`config.mk`:
```
export PLATFORM = sky130hd
export DESIGN_NAME = utx_top
export DESIGN_NICKNAME = d
export VERILOG_FILES = /design/src/hw/utx_pkg.sv /design/src/hw/utx_path.sv /design/src/hw/utx_regs.sv /design/src/hw/utx_top.sv
export VERILOG_INCLUDE_DIRS = /design/src /design/src/hw
export SDC_FILE = /design/constraint.sdc
export NUM_CORES = 1
export LEC_CHECK = 0
export ABC_AREA = 1
export BUFFER_PORTS_ARGS = -buffer_cell sky130_fd_sc_hd__buf_2
export CORE_ASPECT_RATIO = 0.8
export CORE_MARGIN = 4
export CORE_UTILIZATION = 58
export DETAILED_ROUTE_END_ITERATION = 16
export GPL_TIMING_DRIVEN = 0
export PLACE_DENSITY = 0.85
export SETUP_SLACK_MARGIN = 0.4
export SYNTH_ARGS = -nofsm -noshare
export SYNTH_HDL_FRONTEND = slang
export SYNTH_SLANG_ARGS = --single-unit
```
`constraint.sdc`:
```
create_clock -name ref_clk -period 3.99 [get_ports ref_clk]
set_input_delay 0.798 -clock ref_clk [delete_from_list [all_inputs] [get_ports ref_clk]]
set_output_delay 0.798 -clock ref_clk [all_outputs]
set_load 0.01 [all_outputs]
```
`src/hw/utx_consts.svh`:
```
// Offsets, field positions and reset values of the transceiver block.
// Assumes a 32-bit Avalon-MM slave with byte addresses.
`ifndef UTX_CONSTS_SVH
`define UTX_CONSTS_SVH

`define UTX_HALF_W 9
`define UTX_BUS_W 18
`define UTX_ADDR_W 5

`define UTX_OFS_CTRL 5'h00
`define UTX_OFS_BND_B 5'h04
`define UTX_OFS_BND_A 5'h08
`define UTX_OFS_BND_OE 5'h0c
`define UTX_OFS_SNAP_A 5'h10
`define UTX_OFS_SNAP_B 5'h14
`define UTX_OFS_SNAP_CTL 5'h18

`define UTX_CTRL_TEST_BIT 0
`define UTX_CTRL_GANG_BIT 1
`define UTX_BND_OE_B_BIT 0
`define UTX_BND_OE_A_BIT 1

`define UTX_CTRL_RST 2'h0
`define UTX_BND_RST 18'h00000
`define UTX_BND_OE_RST 2'h0

`endif

```
`src/hw/utx_pkg.sv`:
```
// Types shared by the transceiver block.
// Assumes the constants header is included where widths are needed.
`include "utx_consts.svh"

package utx_pkg;
  typedef logic [`UTX_HALF_W-1:0] utx_half_t;
  typedef logic [`UTX_BUS_W-1:0] utx_bus_t;
  typedef logic [`UTX_ADDR_W-1:0] utx_addr_t;
endpackage

```
`src/hw/utx_path.sv`:
```
// One 9-bit half of one direction: latch/flip-flop store and output stage.
// Assumes all inputs are already synchronised to ref_clk.
`timescale 1ns/10ps
`default_nettype none

module utx_path
  import utx_pkg::*;
(
  // Clock and reset
  input wire logic ref_clk,
  input wire logic sys_rst,
  // Normal controls
  input wire logic latch_enable,
  input wire logic data_clock,
  input wire logic output_enable_n,
  input wire utx_half_t din,
  // Test boundary
  input wire logic test_mode,
  input wire utx_half_t bnd_data,
  input wire logic bnd_drive,
  // Pin side
  output utx_half_t dout_q,
  output utx_half_t oe_n_q
);

  utx_half_t store_q;
  utx_half_t store_d;
  logic clk_prev_q;
  logic clk_prev_d;
  utx_half_t dout_d;
  utx_half_t oe_n_d;

  always_comb begin
    clk_prev_d = data_clock;
    store_d = store_q;
    if (latch_enable) begin
      store_d = din;
    end else if (data_clock && !clk_prev_q) begin
      store_d = din;
    end
    if (test_mode) begin
      dout_d = bnd_data;
      oe_n_d = {`UTX_HALF_W{!bnd_drive}};
    end else begin
      dout_d = store_d;
      oe_n_d = {`UTX_HALF_W{output_enable_n}};
    end
  end

  always_ff @(posedge ref_clk) begin
    if (sys_rst) begin
      store_q <= '0;
      clk_prev_q <= 1'b0;
      dout_q <= '0;
      oe_n_q <= '1;
    end else begin
      store_q <= store_d;
      clk_prev_q <= clk_prev_d;
      dout_q <= dout_d;
      oe_n_q <= oe_n_d;
    end
  end

endmodule

`default_nettype wire

```
`src/hw/utx_regs.sv`:
```
// Avalon-MM register file: control, boundary values and pin snapshots.
// Assumes a master that holds its request until waitrequest is low.
`timescale 1ns/10ps
`default_nettype none

module utx_regs
  import utx_pkg::*;
(
  // Clock and reset
  input wire logic ref_clk,
  input wire logic sys_rst,
  // Avalon-MM slave
  input wire utx_addr_t avs_address,
  input wire logic avs_read,
  input wire logic avs_write,
  input wire logic [31:0] avs_writedata,
  input wire logic [3:0] avs_byteenable,
  output logic [31:0] avs_readdata,
  output logic avs_waitrequest,
  // Block state
  input wire utx_bus_t snap_a,
  input wire utx_bus_t snap_b,
  input wire logic [11:0] snap_ctl,
  // Control out
  output logic [1:0] ctrl_q,
  output utx_bus_t bnd_b_q,
  output utx_bus_t bnd_a_q,
  output logic [1:0] bnd_oe_q
);

  logic [1:0] ctrl_d;
  utx_bus_t bnd_b_d;
  utx_bus_t bnd_a_d;
  logic [1:0] bnd_oe_d;
  logic [31:0] rdata_d;
  logic wait_d;
  logic take;

  function automatic logic [31:0] merge(input logic [31:0] old,
                                        input logic [31:0] wd,
                                        input logic [3:0] be);
    logic [31:0] res;
    res = old;
    for (int i = 0; i < 4; i++) begin
      if (be[i]) begin
        res[i*8 +: 8] = wd[i*8 +: 8];
      end
    end
    return res;
  endfunction

  always_comb begin
    logic [31:0] m;
    m = '0;
    take = avs_write && !avs_waitrequest;
    ctrl_d = ctrl_q;
    bnd_b_d = bnd_b_q;
    bnd_a_d = bnd_a_q;
    bnd_oe_d = bnd_oe_q;
    wait_d = !((avs_read || avs_write) && avs_waitrequest);
    rdata_d = '0;
    case (avs_address)
      `UTX_OFS_CTRL: begin
        rdata_d = {30'h0, ctrl_q};
        m = merge({30'h0, ctrl_q}, avs_writedata, avs_byteenable);
        if (take) begin
          ctrl_d = m[1:0];
        end
      end
      `UTX_OFS_BND_B: begin
        rdata_d = {14'h0, bnd_b_q};
        m = merge({14'h0, bnd_b_q}, avs_writedata, avs_byteenable);
        if (take) begin
          bnd_b_d = m[17:0];
        end
      end
      `UTX_OFS_BND_A: begin
        rdata_d = {14'h0, bnd_a_q};
        m = merge({14'h0, bnd_a_q}, avs_writedata, avs_byteenable);
        if (take) begin
          bnd_a_d = m[17:0];
        end
      end
      `UTX_OFS_BND_OE: begin
        rdata_d = {30'h0, bnd_oe_q};
        m = merge({30'h0, bnd_oe_q}, avs_writedata, avs_byteenable);
        if (take) begin
          bnd_oe_d = m[1:0];
        end
      end
      `UTX_OFS_SNAP_A: rdata_d = {14'h0, snap_a};
      `UTX_OFS_SNAP_B: rdata_d = {14'h0, snap_b};
      `UTX_OFS_SNAP_CTL: rdata_d = {20'h0, snap_ctl};
      default: rdata_d = '0;
    endcase
  end

  always_ff @(posedge ref_clk) begin
    if (sys_rst) begin
      ctrl_q <= `UTX_CTRL_RST;
      bnd_b_q <= `UTX_BND_RST;
      bnd_a_q <= `UTX_BND_RST;
      bnd_oe_q <= `UTX_BND_OE_RST;
      avs_readdata <= 32'h00000000;
      avs_waitrequest <= 1'b1;
    end else begin
      ctrl_q <= ctrl_d;
      bnd_b_q <= bnd_b_d;
      bnd_a_q <= bnd_a_d;
      bnd_oe_q <= bnd_oe_d;
      avs_readdata <= rdata_d;
      avs_waitrequest <= wait_d;
    end
  end

endmodule

`default_nettype wire

```
`src/hw/utx_top.sv`:
```
// Top of the 18-bit two-way bus transceiver with latch and clocked modes.
// Assumes pins arrive asynchronously and are resynchronised to ref_clk.
`timescale 1ns/10ps
`default_nettype none

// Functional notes
// - Latch enable high: B outputs follow A inputs transparently.
// - Latch enable low, clock steady: B holds the stored A value.
// - Latch enable low: A captured on each rising A-to-B clock edge.
// - A-to-B output enable low: B outputs actively driven outside test mode.
// - A-to-B output enable high: B outputs high impedance outside test mode.
// - B-to-A path behaves the same with its own enable, latch, clock.
// - Eighteen bits per direction, two 9-bit halves or one 18-bit unit.
// - Test mode inhibits normal flow; test logic owns the boundary.
// - Sampling pins in normal mode leaves the data flow untouched.
module utx_top
  import utx_pkg::*;
(
  // Clock and reset
  input wire logic ref_clk,
  input wire logic sys_rst,
  // Avalon-MM slave
  input wire utx_addr_t avs_address,
  input wire logic avs_read,
  input wire logic avs_write,
  input wire logic [31:0] avs_writedata,
  input wire logic [3:0] avs_byteenable,
  output logic [31:0] avs_readdata,
  output logic avs_waitrequest,
  // Per-half controls, index 0 and 1
  input wire logic [1:0] a_to_b_output_enable_n,
  input wire logic [1:0] b_to_a_output_enable_n,
  input wire logic [1:0] a_to_b_latch_enable,
  input wire logic [1:0] b_to_a_latch_enable,
  input wire logic [1:0] a_to_b_clock,
  input wire logic [1:0] b_to_a_clock,
  // A bus
  input wire utx_bus_t a_bus_in,
  output utx_bus_t a_bus_out,
  output utx_bus_t a_bus_oe_n,
  // B bus
  input wire utx_bus_t b_bus_in,
  output utx_bus_t b_bus_out,
  output utx_bus_t b_bus_oe_n
);

  localparam int PIN_W = 2 * `UTX_BUS_W + 12;
  // Output enables idle high: no drive right after reset
  localparam logic [PIN_W-1:0] SYNC_RST =
    {8'h00, 4'hf, {2*`UTX_BUS_W{1'b0}}};

  logic [PIN_W-1:0] pins;
  logic [PIN_W-1:0] sync_1_q;
  logic [PIN_W-1:0] sync_2_q;
  logic [PIN_W-1:0] sync_1_d;
  logic [PIN_W-1:0] sync_2_d;
  utx_bus_t a_sync;
  utx_bus_t b_sync;
  logic [11:0] ctl_sync;
  logic [1:0] ab_oe_n;
  logic [1:0] ba_oe_n;
  logic [1:0] ab_le;
  logic [1:0] ba_le;
  logic [1:0] ab_clk;
  logic [1:0] ba_clk;
  logic [1:0] ctrl_q;
  utx_bus_t bnd_b_q;
  utx_bus_t bnd_a_q;
  logic [1:0] bnd_oe_q;
  logic test_mode;
  logic gang;

  assign pins = {b_to_a_clock, a_to_b_clock, b_to_a_latch_enable,
                 a_to_b_latch_enable, b_to_a_output_enable_n,
                 a_to_b_output_enable_n, b_bus_in, a_bus_in};

  // Two-stage synchroniser for every pin input
  always_comb begin
    sync_1_d = pins;
    sync_2_d = sync_1_q;
  end

  always_ff @(posedge ref_clk) begin
    if (sys_rst) begin
      sync_1_q <= SYNC_RST;
      sync_2_q <= SYNC_RST;
    end else begin
      sync_1_q <= sync_1_d;
      sync_2_q <= sync_2_d;
    end
  end

  assign a_sync = sync_2_q[`UTX_BUS_W-1:0];
  assign b_sync = sync_2_q[2*`UTX_BUS_W-1:`UTX_BUS_W];
  assign ctl_sync = sync_2_q[PIN_W-1:2*`UTX_BUS_W];
  assign test_mode = ctrl_q[`UTX_CTRL_TEST_BIT];
  assign gang = ctrl_q[`UTX_CTRL_GANG_BIT];

  // Ganged mode: half 1 takes half 0 controls
  always_comb begin
    ab_oe_n = ctl_sync[1:0];
    ba_oe_n = ctl_sync[3:2];
    ab_le = ctl_sync[5:4];
    ba_le = ctl_sync[7:6];
    ab_clk = ctl_sync[9:8];
    ba_clk = ctl_sync[11:10];
    if (gang) begin
      ab_oe_n[1] = ab_oe_n[0];
      ba_oe_n[1] = ba_oe_n[0];
      ab_le[1] = ab_le[0];
      ba_le[1] = ba_le[0];
      ab_clk[1] = ab_clk[0];
      ba_clk[1] = ba_clk[0];
    end
  end

  utx_regs u_regs (
    .ref_clk(ref_clk),
    .sys_rst(sys_rst),
    .avs_address(avs_address),
    .avs_read(avs_read),
    .avs_write(avs_write),
    .avs_writedata(avs_writedata),
    .avs_byteenable(avs_byteenable),
    .avs_readdata(avs_readdata),
    .avs_waitrequest(avs_waitrequest),
    .snap_a(a_sync),
    .snap_b(b_sync),
    .snap_ctl(ctl_sync),
    .ctrl_q(ctrl_q),
    .bnd_b_q(bnd_b_q),
    .bnd_a_q(bnd_a_q),
    .bnd_oe_q(bnd_oe_q)
  );

  for (genvar h = 0; h < 2; h++) begin : g_half
    // A to B store per 9-bit half
    utx_path u_ab (
      .ref_clk(ref_clk),
      .sys_rst(sys_rst),
      .latch_enable(ab_le[h]),
      .data_clock(ab_clk[h]),
      .output_enable_n(ab_oe_n[h]),
      .din(a_sync[h*`UTX_HALF_W +: `UTX_HALF_W]),
      .test_mode(test_mode),
      .bnd_data(bnd_b_q[h*`UTX_HALF_W +: `UTX_HALF_W]),
      .bnd_drive(bnd_oe_q[`UTX_BND_OE_B_BIT]),
      .dout_q(b_bus_out[h*`UTX_HALF_W +: `UTX_HALF_W]),
      .oe_n_q(b_bus_oe_n[h*`UTX_HALF_W +: `UTX_HALF_W])
    );
    utx_path u_ba (
      .ref_clk(ref_clk),
      .sys_rst(sys_rst),
      .latch_enable(ba_le[h]),
      .data_clock(ba_clk[h]),
      .output_enable_n(ba_oe_n[h]),
      .din(b_sync[h*`UTX_HALF_W +: `UTX_HALF_W]),
      .test_mode(test_mode),
      .bnd_data(bnd_a_q[h*`UTX_HALF_W +: `UTX_HALF_W]),
      .bnd_drive(bnd_oe_q[`UTX_BND_OE_A_BIT]),
      .dout_q(a_bus_out[h*`UTX_HALF_W +: `UTX_HALF_W]),
      .oe_n_q(a_bus_oe_n[h*`UTX_HALF_W +: `UTX_HALF_W])
    );
  end

endmodule

`default_nettype wire

```
==> results of run 1 <==
==> state kept, by name (all words and copies together) (netlist names), 18 cells and up <==
name and flops:
sync_2_q 48, g_half.u_ab.store_q 18, sync_1_q 48, u_regs.bnd_a_q 18
g_half.u_ba.store_q 18, u_regs.avs_readdata 18, g_half.u_ab.dout_q 18, u_regs.bnd_b_q 18
g_half.u_ba.dout_q 18
==> synth_stat cells, types with 5 or more instances <==
master,number,share of area [%]
sky130_fd_sc_hd__a21oi_1,35,2.0
sky130_fd_sc_hd__and2_1,18,1.3
sky130_fd_sc_hd__buf_2,8,0.45
sky130_fd_sc_hd__buf_4,48,4.0
sky130_fd_sc_hd__clkbuf_1,32,1.3
sky130_fd_sc_hd__dfxtp_1,235,53
sky130_fd_sc_hd__inv_1,169,7.1
sky130_fd_sc_hd__inv_2,8,0.34
sky130_fd_sc_hd__nand2_1,137,5.8
sky130_fd_sc_hd__nand2_2,5,0.35
sky130_fd_sc_hd__nand3_1,49,2.7
sky130_fd_sc_hd__nand4_1,32,2.2
sky130_fd_sc_hd__nor2_1,263,11
sky130_fd_sc_hd__nor2_4,7,0.88
sky130_fd_sc_hd__o21ai_0,47,2.6
sky130_fd_sc_hd__o21ai_1,40,2.2
sky130_fd_sc_hd__or2_2,8,0.56
==> worst max path at each step <==
stage,startpoint,to,cells past startpoint
global placement,sys_rst,u_regs.avs_readdata[17],4
global route,g_half[0].u_ab.oe_n_q[7],b_bus_oe_n[6],2
floorplan,avs_address[4],u_regs.avs_readdata[3],8
CTS,g_half[0].u_ba.oe_n_q[7],a_bus_oe_n[7],2
detailed placement,sys_rst,u_regs.avs_readdata[17],4
finish,g_half[0].u_ba.oe_n_q[7],a_bus_oe_n[7],2
==> metal layers <==
metal	GRT usage [%]	share of wire [%]	up-vias
li1	-	-	3902
met1	38.34	44	3433
met2	39.42	42	384
met3	6.466	12	44
met4	6.052	1.9	2
met5	0	0.055	-
==> critical path: stages (launching register included) <==
cell	delay (ns)
sky130_fd_sc_hd__dfxtp_1	0.49
sky130_fd_sc_hd__buf_4	0.16
sky130_fd_sc_hd__buf_2	0.12
==> where the power goes <==
group,switching (µW),internal [µW]
combinational,190,117
sequential,34.0,2410
clock,876,1160
==> layout make-up <==
type / instances / share of cell area [%]
plain buffers: 96 / 5.344
clock inverters: 8 / 0.6739
repair buffers: 167 / 7.761
multi-input cells: 667 / 27.92
well taps: 210 / 2.440
flip-flops and latches: 235 / 43.69
inverters: 181 / 6.367
clock buffers: 31 / 5.809
==> per-stage QoR <==
step	setup slack, ns	utilization (%)
after global placement	1.734	66.85
after floorplan	2.253	-
after detailed placement	1.690	66.85
after global routing	1.836	71.49
after CTS	1.907	71.49
final	1.918	71.49
==> cells by family (layout without fill, tap and decap cells) <==
| group | after synthesis | after routing | share of synthesized area (%) |
|---|---|---|---|
| and+or+nand+nor | 526 | 526 | 25.81 |
| DFF | 235 | 235 | 52.72 |
| buffers and inverters | 277 | 483 | 14.13 |
| other | 1 | 14 | 0.04202 |
| AOI/OAI and AO/OA | 127 | 127 | 7.291 |
==> implementation parameters, run 1 <==
Parameter                              Value

CTS
  CTS tree ... done
  Clock transition at the registers of the reported paths ... 0.06 ns
  Sinks on the clock net ... 235
  Maximum count of clock buffers along a single path ... 3
  Clock latency of the later-clocked register in the worst-skew pair ... 0.51 ns
  H-tree Lvls ... 1
  Total clock buffers created by CTS ... 22
  Root buffer selected by CTS ... sky130_fd_sc_hd__clkbuf_16
  Hold_buf cts ... 0
  Quantity of gates resized following cts ... 0
  Setup repair bufs after CTS ... 0

STA
  Slew headroom ... 54.94%
  Max frequency ... 0.4826 GHz
  Worst-Margin Slew ... 0.6759 ns
  Setup_tns ... 0 ns
  Final count of pins violating max slew ... 0
  Final count of hold timing violations ... 0
  RSZ-0062 raised after global routing ... no
  Hold slack final ... 0.3962 ns
  Min Clock Period, post-route ... 2.072 ns
  Final Skew ... 0.01359 ns
  Endpoints failing setup ... 0
  Share of the cycle needed by the critical path after routing ... 51.93%

Placed design
  Number of placed cells counting well taps ... 1556
  Post-detail-place hpwl ... 17960 µm
  Instance area at placement ... 10070 µm²
  Weighted congestion at the end of routability-driven global placement ... 1.001
  Port bufs ... 167

Yosys
  Library cells used by synthesis ... 30
  Mean post-synth cell area ... 7.653 µm²
  Post-Synthesis Cell Area ... 8924 µm²
  Post-synth top flop ... sky130_fd_sc_hd__dfxtp_1
  Fraction of synthesis flops using an asynchronous set or reset pin ... 0%
  Part of the Yosys area used for sequential elements ... 52.72%
  Number of synthesized register bits ... 235
  Number of instances in the synthesized netlist ... 1166
  Yosys warnings ... 0
  EDFF count, synth ... 0

Layout
  Final design area excluding fillers ... 10770 µm²
  Most frequent cells in the layout ... sky130_fd_sc_hd__nor2_1 (263), sky130_fd_sc_hd__dfxtp_1 (235), sky130_fd_sc_hd__buf_2 (175)
  Combined area of the multi-input logic cells ... 3007 µm²
  Diode count ... 0
  Most common library cell in the layout ignoring fill and taps ... sky130_fd_sc_hd__nor2_1
  Register area ... 4705 µm²
  Number of nets in the layout ... 1463
  Non-filler instance count after layout ... 1595
  Growth of design area from synthesis to finish ... 20.68%
  Filler Cells Inserted ... 1241
  Share of cells above drive strength 1 ... 21.81%

Detailed routing
  Post-detailed-route via-to-cell ratio ... 4.868
  DRT Wirelength ... 23580 µm
  DRT iter0 DRCs ... 731
  Post-route ant nets ... 0
  Number of search-and-repair iterations in the first detailed-routing pass ... 5
  Detailed-route DRC error count ... 0
  Detailed-route via count ... 7765
  Wire length per cell after detailed routing ... 14.78 µm

Critical path
  Number of cells on the worst reg-to-reg path ... 9
  Crit Path Max Fanout ... 9
  Signal arrival time at the worst endpoint ... 1.27 ns
  Category of the most critical setup path ... flop to output port
  R2r endpoint ... g_half[1].u_ab.dout_q[8]
  Reg2Reg Setup Slack ... 2.26 ns
  Setup crit start kind ... flop
  Worst EP required ... 3.19 ns
  Crit end category ... output port
  Startpoint of the most critical register-to-register path ... u_regs.ctrl_q[1]

Floorplan
  Overall die height ... 118.9 µm
  Die footprint ... 17450 µm²
  Horizontal die dimension ... 146.7 µm
  Core Rows ... 40
  I/O pin total ... 198
  Effective utilization at floorplan ... 59.24%
  Placeable Area ... 15060 µm²

Min path
  Type of the most critical hold path ... flop to flop
  Worst hold path stage count ... 2
  Min-Delay Endpoint ... sync_2_q[31]
  Launch point of the worst hold path ... sync_1_q[31]

Power
  Maximum vdd ir drop ... 0.3328 mV
  Standby leakage power ... 0.005404 µW
  P per Cell Area ... 444.6 nW/µm²
  Final total power ... 4788 µW

Global routing
  Maximum number of pins on one net before global-route repair ... 16
  Overall routing resource usage ... 26.27%
  First-pass GRT wire length ... 36850 µm
  Sum of overflow across all layers after global routing ... 0
  Number of global-route vias before repair ... 7086
  Number of antenna violations at the first check in global routing ... 1

Run
  Number of violations of the max-capacitance limit ... 0

Status
  Status ... complete, no violations
Power figures use the tool's default switching activity.
==> run 2, diff against run 1 <==
ABC_AREA = 0   (was 1)
CORE_UTILIZATION = 48   (was 58)
PLACE_DENSITY = 0.76   (was 0.85)
clock period = 1.75 ns   (was 3.99 ns; I/O delays follow)
==> implementation parameters, run 2 <==
Parameter                              Value

Placed design
  Instance area at placement ... 9473 µm²
  Weighted congestion at the end of routability-driven global placement ... 0.9600
  Number of placed cells counting well taps ... 1211
  Post-detail-place hpwl ... 16020 µm
  Port bufs ... 167

Floorplan
  Placeable Area ... 16710 µm²
  Horizontal die dimension ... 154.8 µm
  Core Rows ... 42
  Die footprint ... 19430 µm²
  I/O pin total ... 198
  Effective utilization at floorplan ... 49.55%
  Overall die height ... 125.5 µm

Global routing
  Maximum number of pins on one net before global-route repair ... 16
  Met2 capacity usage during global routing ... 34.60%
  Most Crowded Layer GR ... met2
  First-pass GRT wire length ... 34730 µm
  Sum of overflow across all layers after global routing ... 0
  Overall routing resource usage ... 22.62%
  Number of antenna violations at the first check in global routing ... 0
  Number of global-route vias before repair ... 6212
  Met1 usage in global routing ... 31.76%
  Met3 demand-to-capacity share in global routing ... 6.494%

Yosys
  Top cells by instance count after synthesis ... sky130_fd_sc_hd__dfxtp_1 (235), sky130_fd_sc_hd__nor2_1 (103), sky130_fd_sc_hd__nor2b_1 (92)
  Library cells used by synthesis ... 38
  Top-area cell type share of the netlist area ... 56.81%
  Post-synth top flop ... sky130_fd_sc_hd__dfxtp_1
  Leading post-synthesis cells by cell area ... sky130_fd_sc_hd__dfxtp_1 (57%), sky130_fd_sc_hd__mux2i_1 (7.6%), sky130_fd_sc_hd__nor2b_1 (7.0%)
  Post-Synthesis Cell Area ... 8280 µm²
  Mean post-synth cell area ... 10.21 µm²
  Yosys warnings ... 0
  Fraction of synthesis flops using an asynchronous set or reset pin ... 0%
  Largest area contributor in the synthesized netlist ... sky130_fd_sc_hd__dfxtp_1
  EDFF count, synth ... 0
  Part of the Yosys area used for sequential elements ... 56.81%
  Number of synthesized register bits ... 235
  Number of instances in the synthesized netlist ... 811
  Most used standard cell by instance count after synthesis ... sky130_fd_sc_hd__dfxtp_1

Critical path
  Reg2Reg Setup Slack ... 0.23 ns
  Crit Path Max Fanout ... 9
  R2r endpoint ... g_half[1].u_ba.dout_q[5]
  Signal arrival time at the worst endpoint ... 1.88 ns
  End point of the critical path ... g_half[1].u_ba.dout_q[5]
  CP max stage cell ... sky130_fd_sc_hd__dfxtp_2
  Most prevalent standard cell on the critical path ... sky130_fd_sc_hd__buf_6
  Largest stage delay on the critical path ... 0.33 ns
  Worst EP required ... 2.10 ns
  Category of the most critical setup path ... flop to flop
  Number of cells on the worst reg-to-reg path ... 6
  Critical path launch point ... u_regs.ctrl_q[1]
  Crit path cell chain ... buf_6 -> nor2_1 -> a32oi_1 -> buf_6 -> mux2i_1 -> a211oi_1
  Setup crit start kind ... flop
  Startpoint of the most critical register-to-register path ... u_regs.ctrl_q[1]
  Crit end category ... flop

Detailed routing
  Post-detailed-route via-to-cell ratio ... 5.259
  Detailed-route DRC error count ... 0
  Number of search-and-repair iterations in the first detailed-routing pass ... 7
  Detailed-route via count ... 6648
  Wire length per cell after detailed routing ... 18.65 µm
  Post-route ant nets ... 0
  DRT iter0 DRCs ... 660
  DRT Wirelength ... 23570 µm

Power
  P per Cell Area ... 1044 nW/µm²
  Maximum vdd ir drop ... 0.5833 mV
  Standby leakage power ... 0.004511 µW

Layout
  Most frequent cells in the layout ... sky130_fd_sc_hd__dfxtp_1 (225), sky130_fd_sc_hd__buf_2 (170), sky130_fd_sc_hd__nor2_1 (99)
  Filler Cells Inserted ... 1305
  Largest regs ... sync_1_q (48), sync_2_q (48)
  Final design area excluding fillers ... 10910 µm²
  Most common library cell in the layout ignoring fill and taps ... sky130_fd_sc_hd__dfxtp_1
  Post-Route Utilization ... 65.30%
  Number of nets in the layout ... 1122
  Non-filler instance count after layout ... 1264
  Share of cells above drive strength 1 ... 37.74%
  Growth of design area from synthesis to finish ... 31.78%
  Diode count ... 0

STA
  Max frequency ... 0.6568 GHz
  Slew headroom ... 53.21%
  Final count of pins violating max slew ... 0
  Endpoints failing setup ... 0
  Worst-Margin Slew ... 0.7018 ns
  Final count of hold timing violations ... 0
  Hold slack final ... 0.02376 ns
  Min Clock Period, post-route ... 1.523 ns
  Final Skew ... 0.01507 ns
  Share of the cycle needed by the critical path after routing ... 87.01%
  RSZ-0062 raised after global routing ... yes

Run
  Number of violations of the max-capacitance limit ... 0

CTS
  Total clock buffers created by CTS ... 23
  Root buffer selected by CTS ... sky130_fd_sc_hd__clkbuf_16
  Clock latency of the later-clocked register in the worst-skew pair ... 0.51 ns
  Maximum count of clock buffers along a single path ... 3
  Sinks on the clock net ... 235
  Clock transition at the registers of the reported paths ... 0.06 ns
  Hold_buf cts ... 0
  H-tree Lvls ... 1
  CTS tree ... done

Min path
  Type of the most critical hold path ... input pin to flop

Status
  Status ... complete, no violations
[run 2: cell types whose count changed after synthesis, moves of 13 or more]
cell,change
sky130_fd_sc_hd__o21ai_0,-42
sky130_fd_sc_hd__o21ai_1,-40
sky130_fd_sc_hd__nor2b_1,+92
sky130_fd_sc_hd__mux2i_1,+63
sky130_fd_sc_hd__inv_1,-164
sky130_fd_sc_hd__mux2_2,+13
sky130_fd_sc_hd__a22oi_1,+31
sky130_fd_sc_hd__a211oi_1,+36
sky130_fd_sc_hd__nand2_1,-110
sky130_fd_sc_hd__nand4_1,-31
sky130_fd_sc_hd__nand3_1,-26
sky130_fd_sc_hd__and2_1,-18
sky130_fd_sc_hd__nor2_1,-160
[run 2: worst max-delay path, delay by kind of cell (launching register included)]
| family | cells | cell delay (ns) |
|---|---|---|
| AOI/OAI and AO/OA | 2 | 0.33 |
| DFF | 1 | 0.33 |
| and+or+nand+nor | 1 | 0.06 |
| buffers and inverters | 2 | 0.37 |
| muxes | 1 | 0.27 |
[run 2: what timing repair did]
action,in CTS,in global routing
gates cloned,1,0
resized for setup,87,64
setup buffers,10,2
endpoints found under the setup margin,147,149
endpoints found under the hold margin,0,0
pin swaps,10,11
[run 2: worst min-delay path by stage]
stage / endpoint / startpoint / cells past startpoint / slack [ns]
finish: sync_1_q[38] / b_to_a_output_enable_n[0] / 2 / 0.02
global placement: sync_2_q[38] / sync_1_q[38] / 1 / 0.39
global route: sync_1_q[38] / b_to_a_output_enable_n[0] / 2 / 0.02
floorplan: sync_2_q[36] / sync_1_q[36] / 1 / 0.39
detailed placement: sync_2_q[39] / sync_1_q[39] / 1 / 0.39
CTS: sync_1_q[38] / b_to_a_output_enable_n[0] / 2 / 0.02
[run 2: through the flow]
step,TNS [ns],setup WS (ns),total power (µW)
detailed placement,-11.95,-0.4511,6322
CTS,0,0.2567,11360
global route,0,0.2116,11730
floorplan,0,0.09856,6049
global placement,-11.52,-0.4525,6314
finish,0,0.2274,11390
[run 2: logic make-up (layout without fill, tap and decap cells)]
group	after synthesis	count (layout)	share of synthesized area (%)
muxes	76	76	9.383
DFF	235	235	56.81
other	1	14	0.04529
and+or+nand+nor	280	280	17.26
buffers and inverters	102	322	7.102
AOI/OAI and AO/OA	117	117	9.399
[run 2: final cells by class]
| type | instances | area [µm²] | area share (%) |
|---|---|---|---|
| sequential | 235 | 4730 | 43.34 |
| multi-input combinational | 487 | 3428 | 31.42 |
| timing repair buffer | 180 | 975.9 | 8.944 |
| buffer | 96 | 691.9 | 6.341 |
| clock buffer | 29 | 638.1 | 5.848 |
| tap | 220 | 275.3 | 2.523 |
| clock inverter | 11 | 147.6 | 1.353 |
| inverter | 6 | 25.02 | 0.2293 |
[run 2: report_power, final]
group | internal [µW] | switching (µW)
Clock | 3030 | 2030
Combinational | 348 | 401
Sequential | 5490 | 86.7
[run 2: per-layer routing]
layer	share of wire, %	routed length (µm)	vias to the layer above
li1	-	-	3103
met1	41	9681	3067
met2	44	10320	420
met3	12	2872	58
met4	3.0	699	0
met5	0	0	-
==> run 3, diff against run 2 <==
--- a/config.mk
+++ b/config.mk
@@ -15,3 +15,3 @@
 export GPL_TIMING_DRIVEN = 0
-export PLACE_DENSITY = 0.76
+export PLACE_DENSITY = 0.82
 export SETUP_SLACK_MARGIN = 0.4
--- a/constraint.sdc
+++ b/constraint.sdc
@@ -3,2 +3,2 @@
 set_output_delay 0.35 -clock ref_clk [all_outputs]
-set_load 0.01 [all_outputs]
+set_load 0.005 [all_outputs]
==> implementation parameters, run 3 (synthesis gave the netlist of run 2 again) <==
Parameter                              Value

Detailed routing
  Detailed-route via count ... 6897
  DRT Wirelength ... 25220 µm
  DRT iter0 DRCs ... 806
  Number of search-and-repair iterations in the first detailed-routing pass ... 8
  Detailed-route DRC error count ... 0
  Post-route ant nets ... 0
  Post-detailed-route via-to-cell ratio ... 5.439
  Wire length per cell after detailed routing ... 19.89 µm

Placed design
  Weighted congestion at the end of routability-driven global placement ... 0.9374
  Instance area at placement ... 9473 µm²
  Port bufs ... 167
  Post-placement setup slack ... -0.7315 ns
  Post-detail-place hpwl ... 16370 µm

Min path
  Type of the most critical hold path ... input pin to flop
  Launch point of the worst hold path ... b_to_a_output_enable_n[0]
  Worst hold path stage count ... 2
  Min-Delay Endpoint ... sync_1_q[38]

Layout
  Register area ... 4733 µm²
  Share of cells above drive strength 1 ... 39.22%
  Combined area of the multi-input logic cells ... 3647 µm²
  Most common library cell in the layout ignoring fill and taps ... sky130_fd_sc_hd__dfxtp_1
  Most frequent cells in the layout ... sky130_fd_sc_hd__dfxtp_1 (224), sky130_fd_sc_hd__buf_2 (171), sky130_fd_sc_hd__nor2_1 (98)
  Post-Route Utilization ... 66.35%
  Filler Cells Inserted ... 1222
  Growth of design area from synthesis to finish ... 33.91%
  Largest regs ... sync_1_q (48), sync_2_q (48)
  Diode count ... 0
  Final design area excluding fillers ... 11090 µm²
  Number of nets in the layout ... 1126

STA
  Worst-Margin Slew ... 0.7447 ns
  Share of the cycle needed by the critical path after routing ... 88.55%
  Endpoints failing setup ... 0
  RSZ-0062 raised after global routing ... yes
  Final count of pins violating max slew ... 0
  Final Skew ... 0.01847 ns
  Slew headroom ... 50.35%
  Minimum setup slack in the final design ... 0.2003 ns
  Final count of hold timing violations ... 0
  Hold slack final ... 0.02612 ns
  Min Clock Period, post-route ... 1.550 ns
  Max frequency ... 0.6453 GHz

Critical path
  Reg2Reg Setup Slack ... 0.20 ns
  CP max stage cell ... sky130_fd_sc_hd__dfxtp_2
  Cell family with most CP delay ... buffers and inverters
  Crit path cell chain ... buf_8 -> nor2_4 -> a32oi_2 -> buf_4 -> buf_12 -> mux2i_4 -> a211oi_2
  Setup crit start kind ... flop
  Largest stage delay on the critical path ... 0.33 ns
  Number of cells on the worst reg-to-reg path ... 7
  R2r endpoint ... g_half[1].u_ba.dout_q[6]
  Worst EP required ... 2.11 ns
  Count of buffering cells on the critical path with inverters included ... 3
  Crit end category ... flop
  Category of the most critical setup path ... flop to flop
  Signal arrival time at the worst endpoint ... 1.91 ns
  Startpoint of the most critical register-to-register path ... u_regs.ctrl_q[1]
  Crit Path Max Fanout ... 6

Global routing
  First-pass GRT wire length ... 34670 µm
  Maximum number of pins on one net before global-route repair ... 15
  Overall routing resource usage ... 22.70%
  Number of antenna violations at the first check in global routing ... 0
  Sum of overflow across all layers after global routing ... 0
  Number of global-route vias before repair ... 6360

Power
  Final total power ... 10980 µW
  Maximum vdd ir drop ... 0.5096 mV
  Standby leakage power ... 0.004479 µW
  P per Cell Area ... 989.8 nW/µm²

CTS
  Clock transition at the registers of the reported paths ... 0.06 ns
  Root buffer selected by CTS ... sky130_fd_sc_hd__clkbuf_16
  Maximum count of clock buffers along a single path ... 3
  Clock latency of the later-clocked register in the worst-skew pair ... 0.52 ns
  Sinks on the clock net ... 235
  H-tree Lvls ... 1
  Total clock buffers created by CTS ... 23
  Hold_buf cts ... 0
  CTS tree ... done

Floorplan
  Core Rows ... 42
  Overall die height ... 125.5 µm
  I/O pin total ... 198
  Effective utilization at floorplan ... 49.55%
  Horizontal die dimension ... 154.8 µm
  Placeable Area ... 16710 µm²
  Die footprint ... 19430 µm²

Status
  Status ... complete, no violations

Run
  Number of violations of the max-capacitance limit ... 0
run 3: how the worst max path moves through the flow:
stage | startpoint | endpoint | slack (ns) | depth (start not counted)
final | u_regs.ctrl_q[1] | g_half[1].u_ba.dout_q[6] | 0.20 | 7
after detailed placement | avs_address[2] | u_regs.avs_readdata[1] | -0.73 | 5
after global routing | u_regs.ctrl_q[1] | g_half[1].u_ba.dout_q[6] | 0.18 | 7
after floorplan | avs_address[4] | u_regs.bnd_b_q[8] | 0.1 | 6
after global placement | avs_address[2] | u_regs.avs_readdata[1] | -0.68 | 5
after CTS | u_regs.ctrl_q[1] | g_half[1].u_ab.dout_q[6] | 0.26 | 6
run 3: what timing repair did:
| action | in CTS | in global routing |
|---|---|---|
| pin swaps | 8 | 20 |
| resized for setup | 88 | 109 |
| setup buffers | 7 | 6 |
| gates cloned | 1 | 3 |
| endpoints found under the setup margin | 144 | 143 |
run 3: cell type report:
type                       instances  share of cell area (%)
sequential                       235                   42.69
multi-input combinational        487                   32.89
timing repair buffer             184                   9.208
buffer                            96                   6.297
clock buffer                      33                   5.800
tap                              220                   2.483
clock inverter                     7                  0.4062
inverter                           6                  0.2257
run 3: where the power goes:
part           switching [µW]  internal, µW  leakage [µW]  total [µW]
Combinational             413           377       0.00222         790
Clock                    2040          2560      0.000338        4600
Sequential               97.0          5490       0.00192        5590
Total                    2550          8430       0.00448       11000
run 3: layer usage:
metal	track usage [%]	routed length, µm	vias to the layer above
met2	35.55	11090	505
met4	6.854	1038	0
met5	0	0	-
met3	6.045	3198	107
met1	30.94	9897	3172
li1	-	-	3113
run 3: per-stage QoR:
stage | instances | TNS (ns)
2_1_floorplan | 824 | 0
3_5_place_dp | 1211 | -15.30
5_1_grt | 1268 | 0
4_1_cts | 1259 | 0
3_3_place_gp | 1211 | -14.26
6_report | 1268 | 0
run 3: worst register-to-register path: stages (launching register included):
cell                       delay, ns
sky130_fd_sc_hd__dfxtp_2        0.33
sky130_fd_sc_hd__buf_8          0.14
sky130_fd_sc_hd__nor2_4         0.04
sky130_fd_sc_hd__a32oi_2        0.21
sky130_fd_sc_hd__buf_4          0.19
sky130_fd_sc_hd__buf_12         0.14
sky130_fd_sc_hd__mux2i_4        0.24
sky130_fd_sc_hd__a211oi_2       0.10
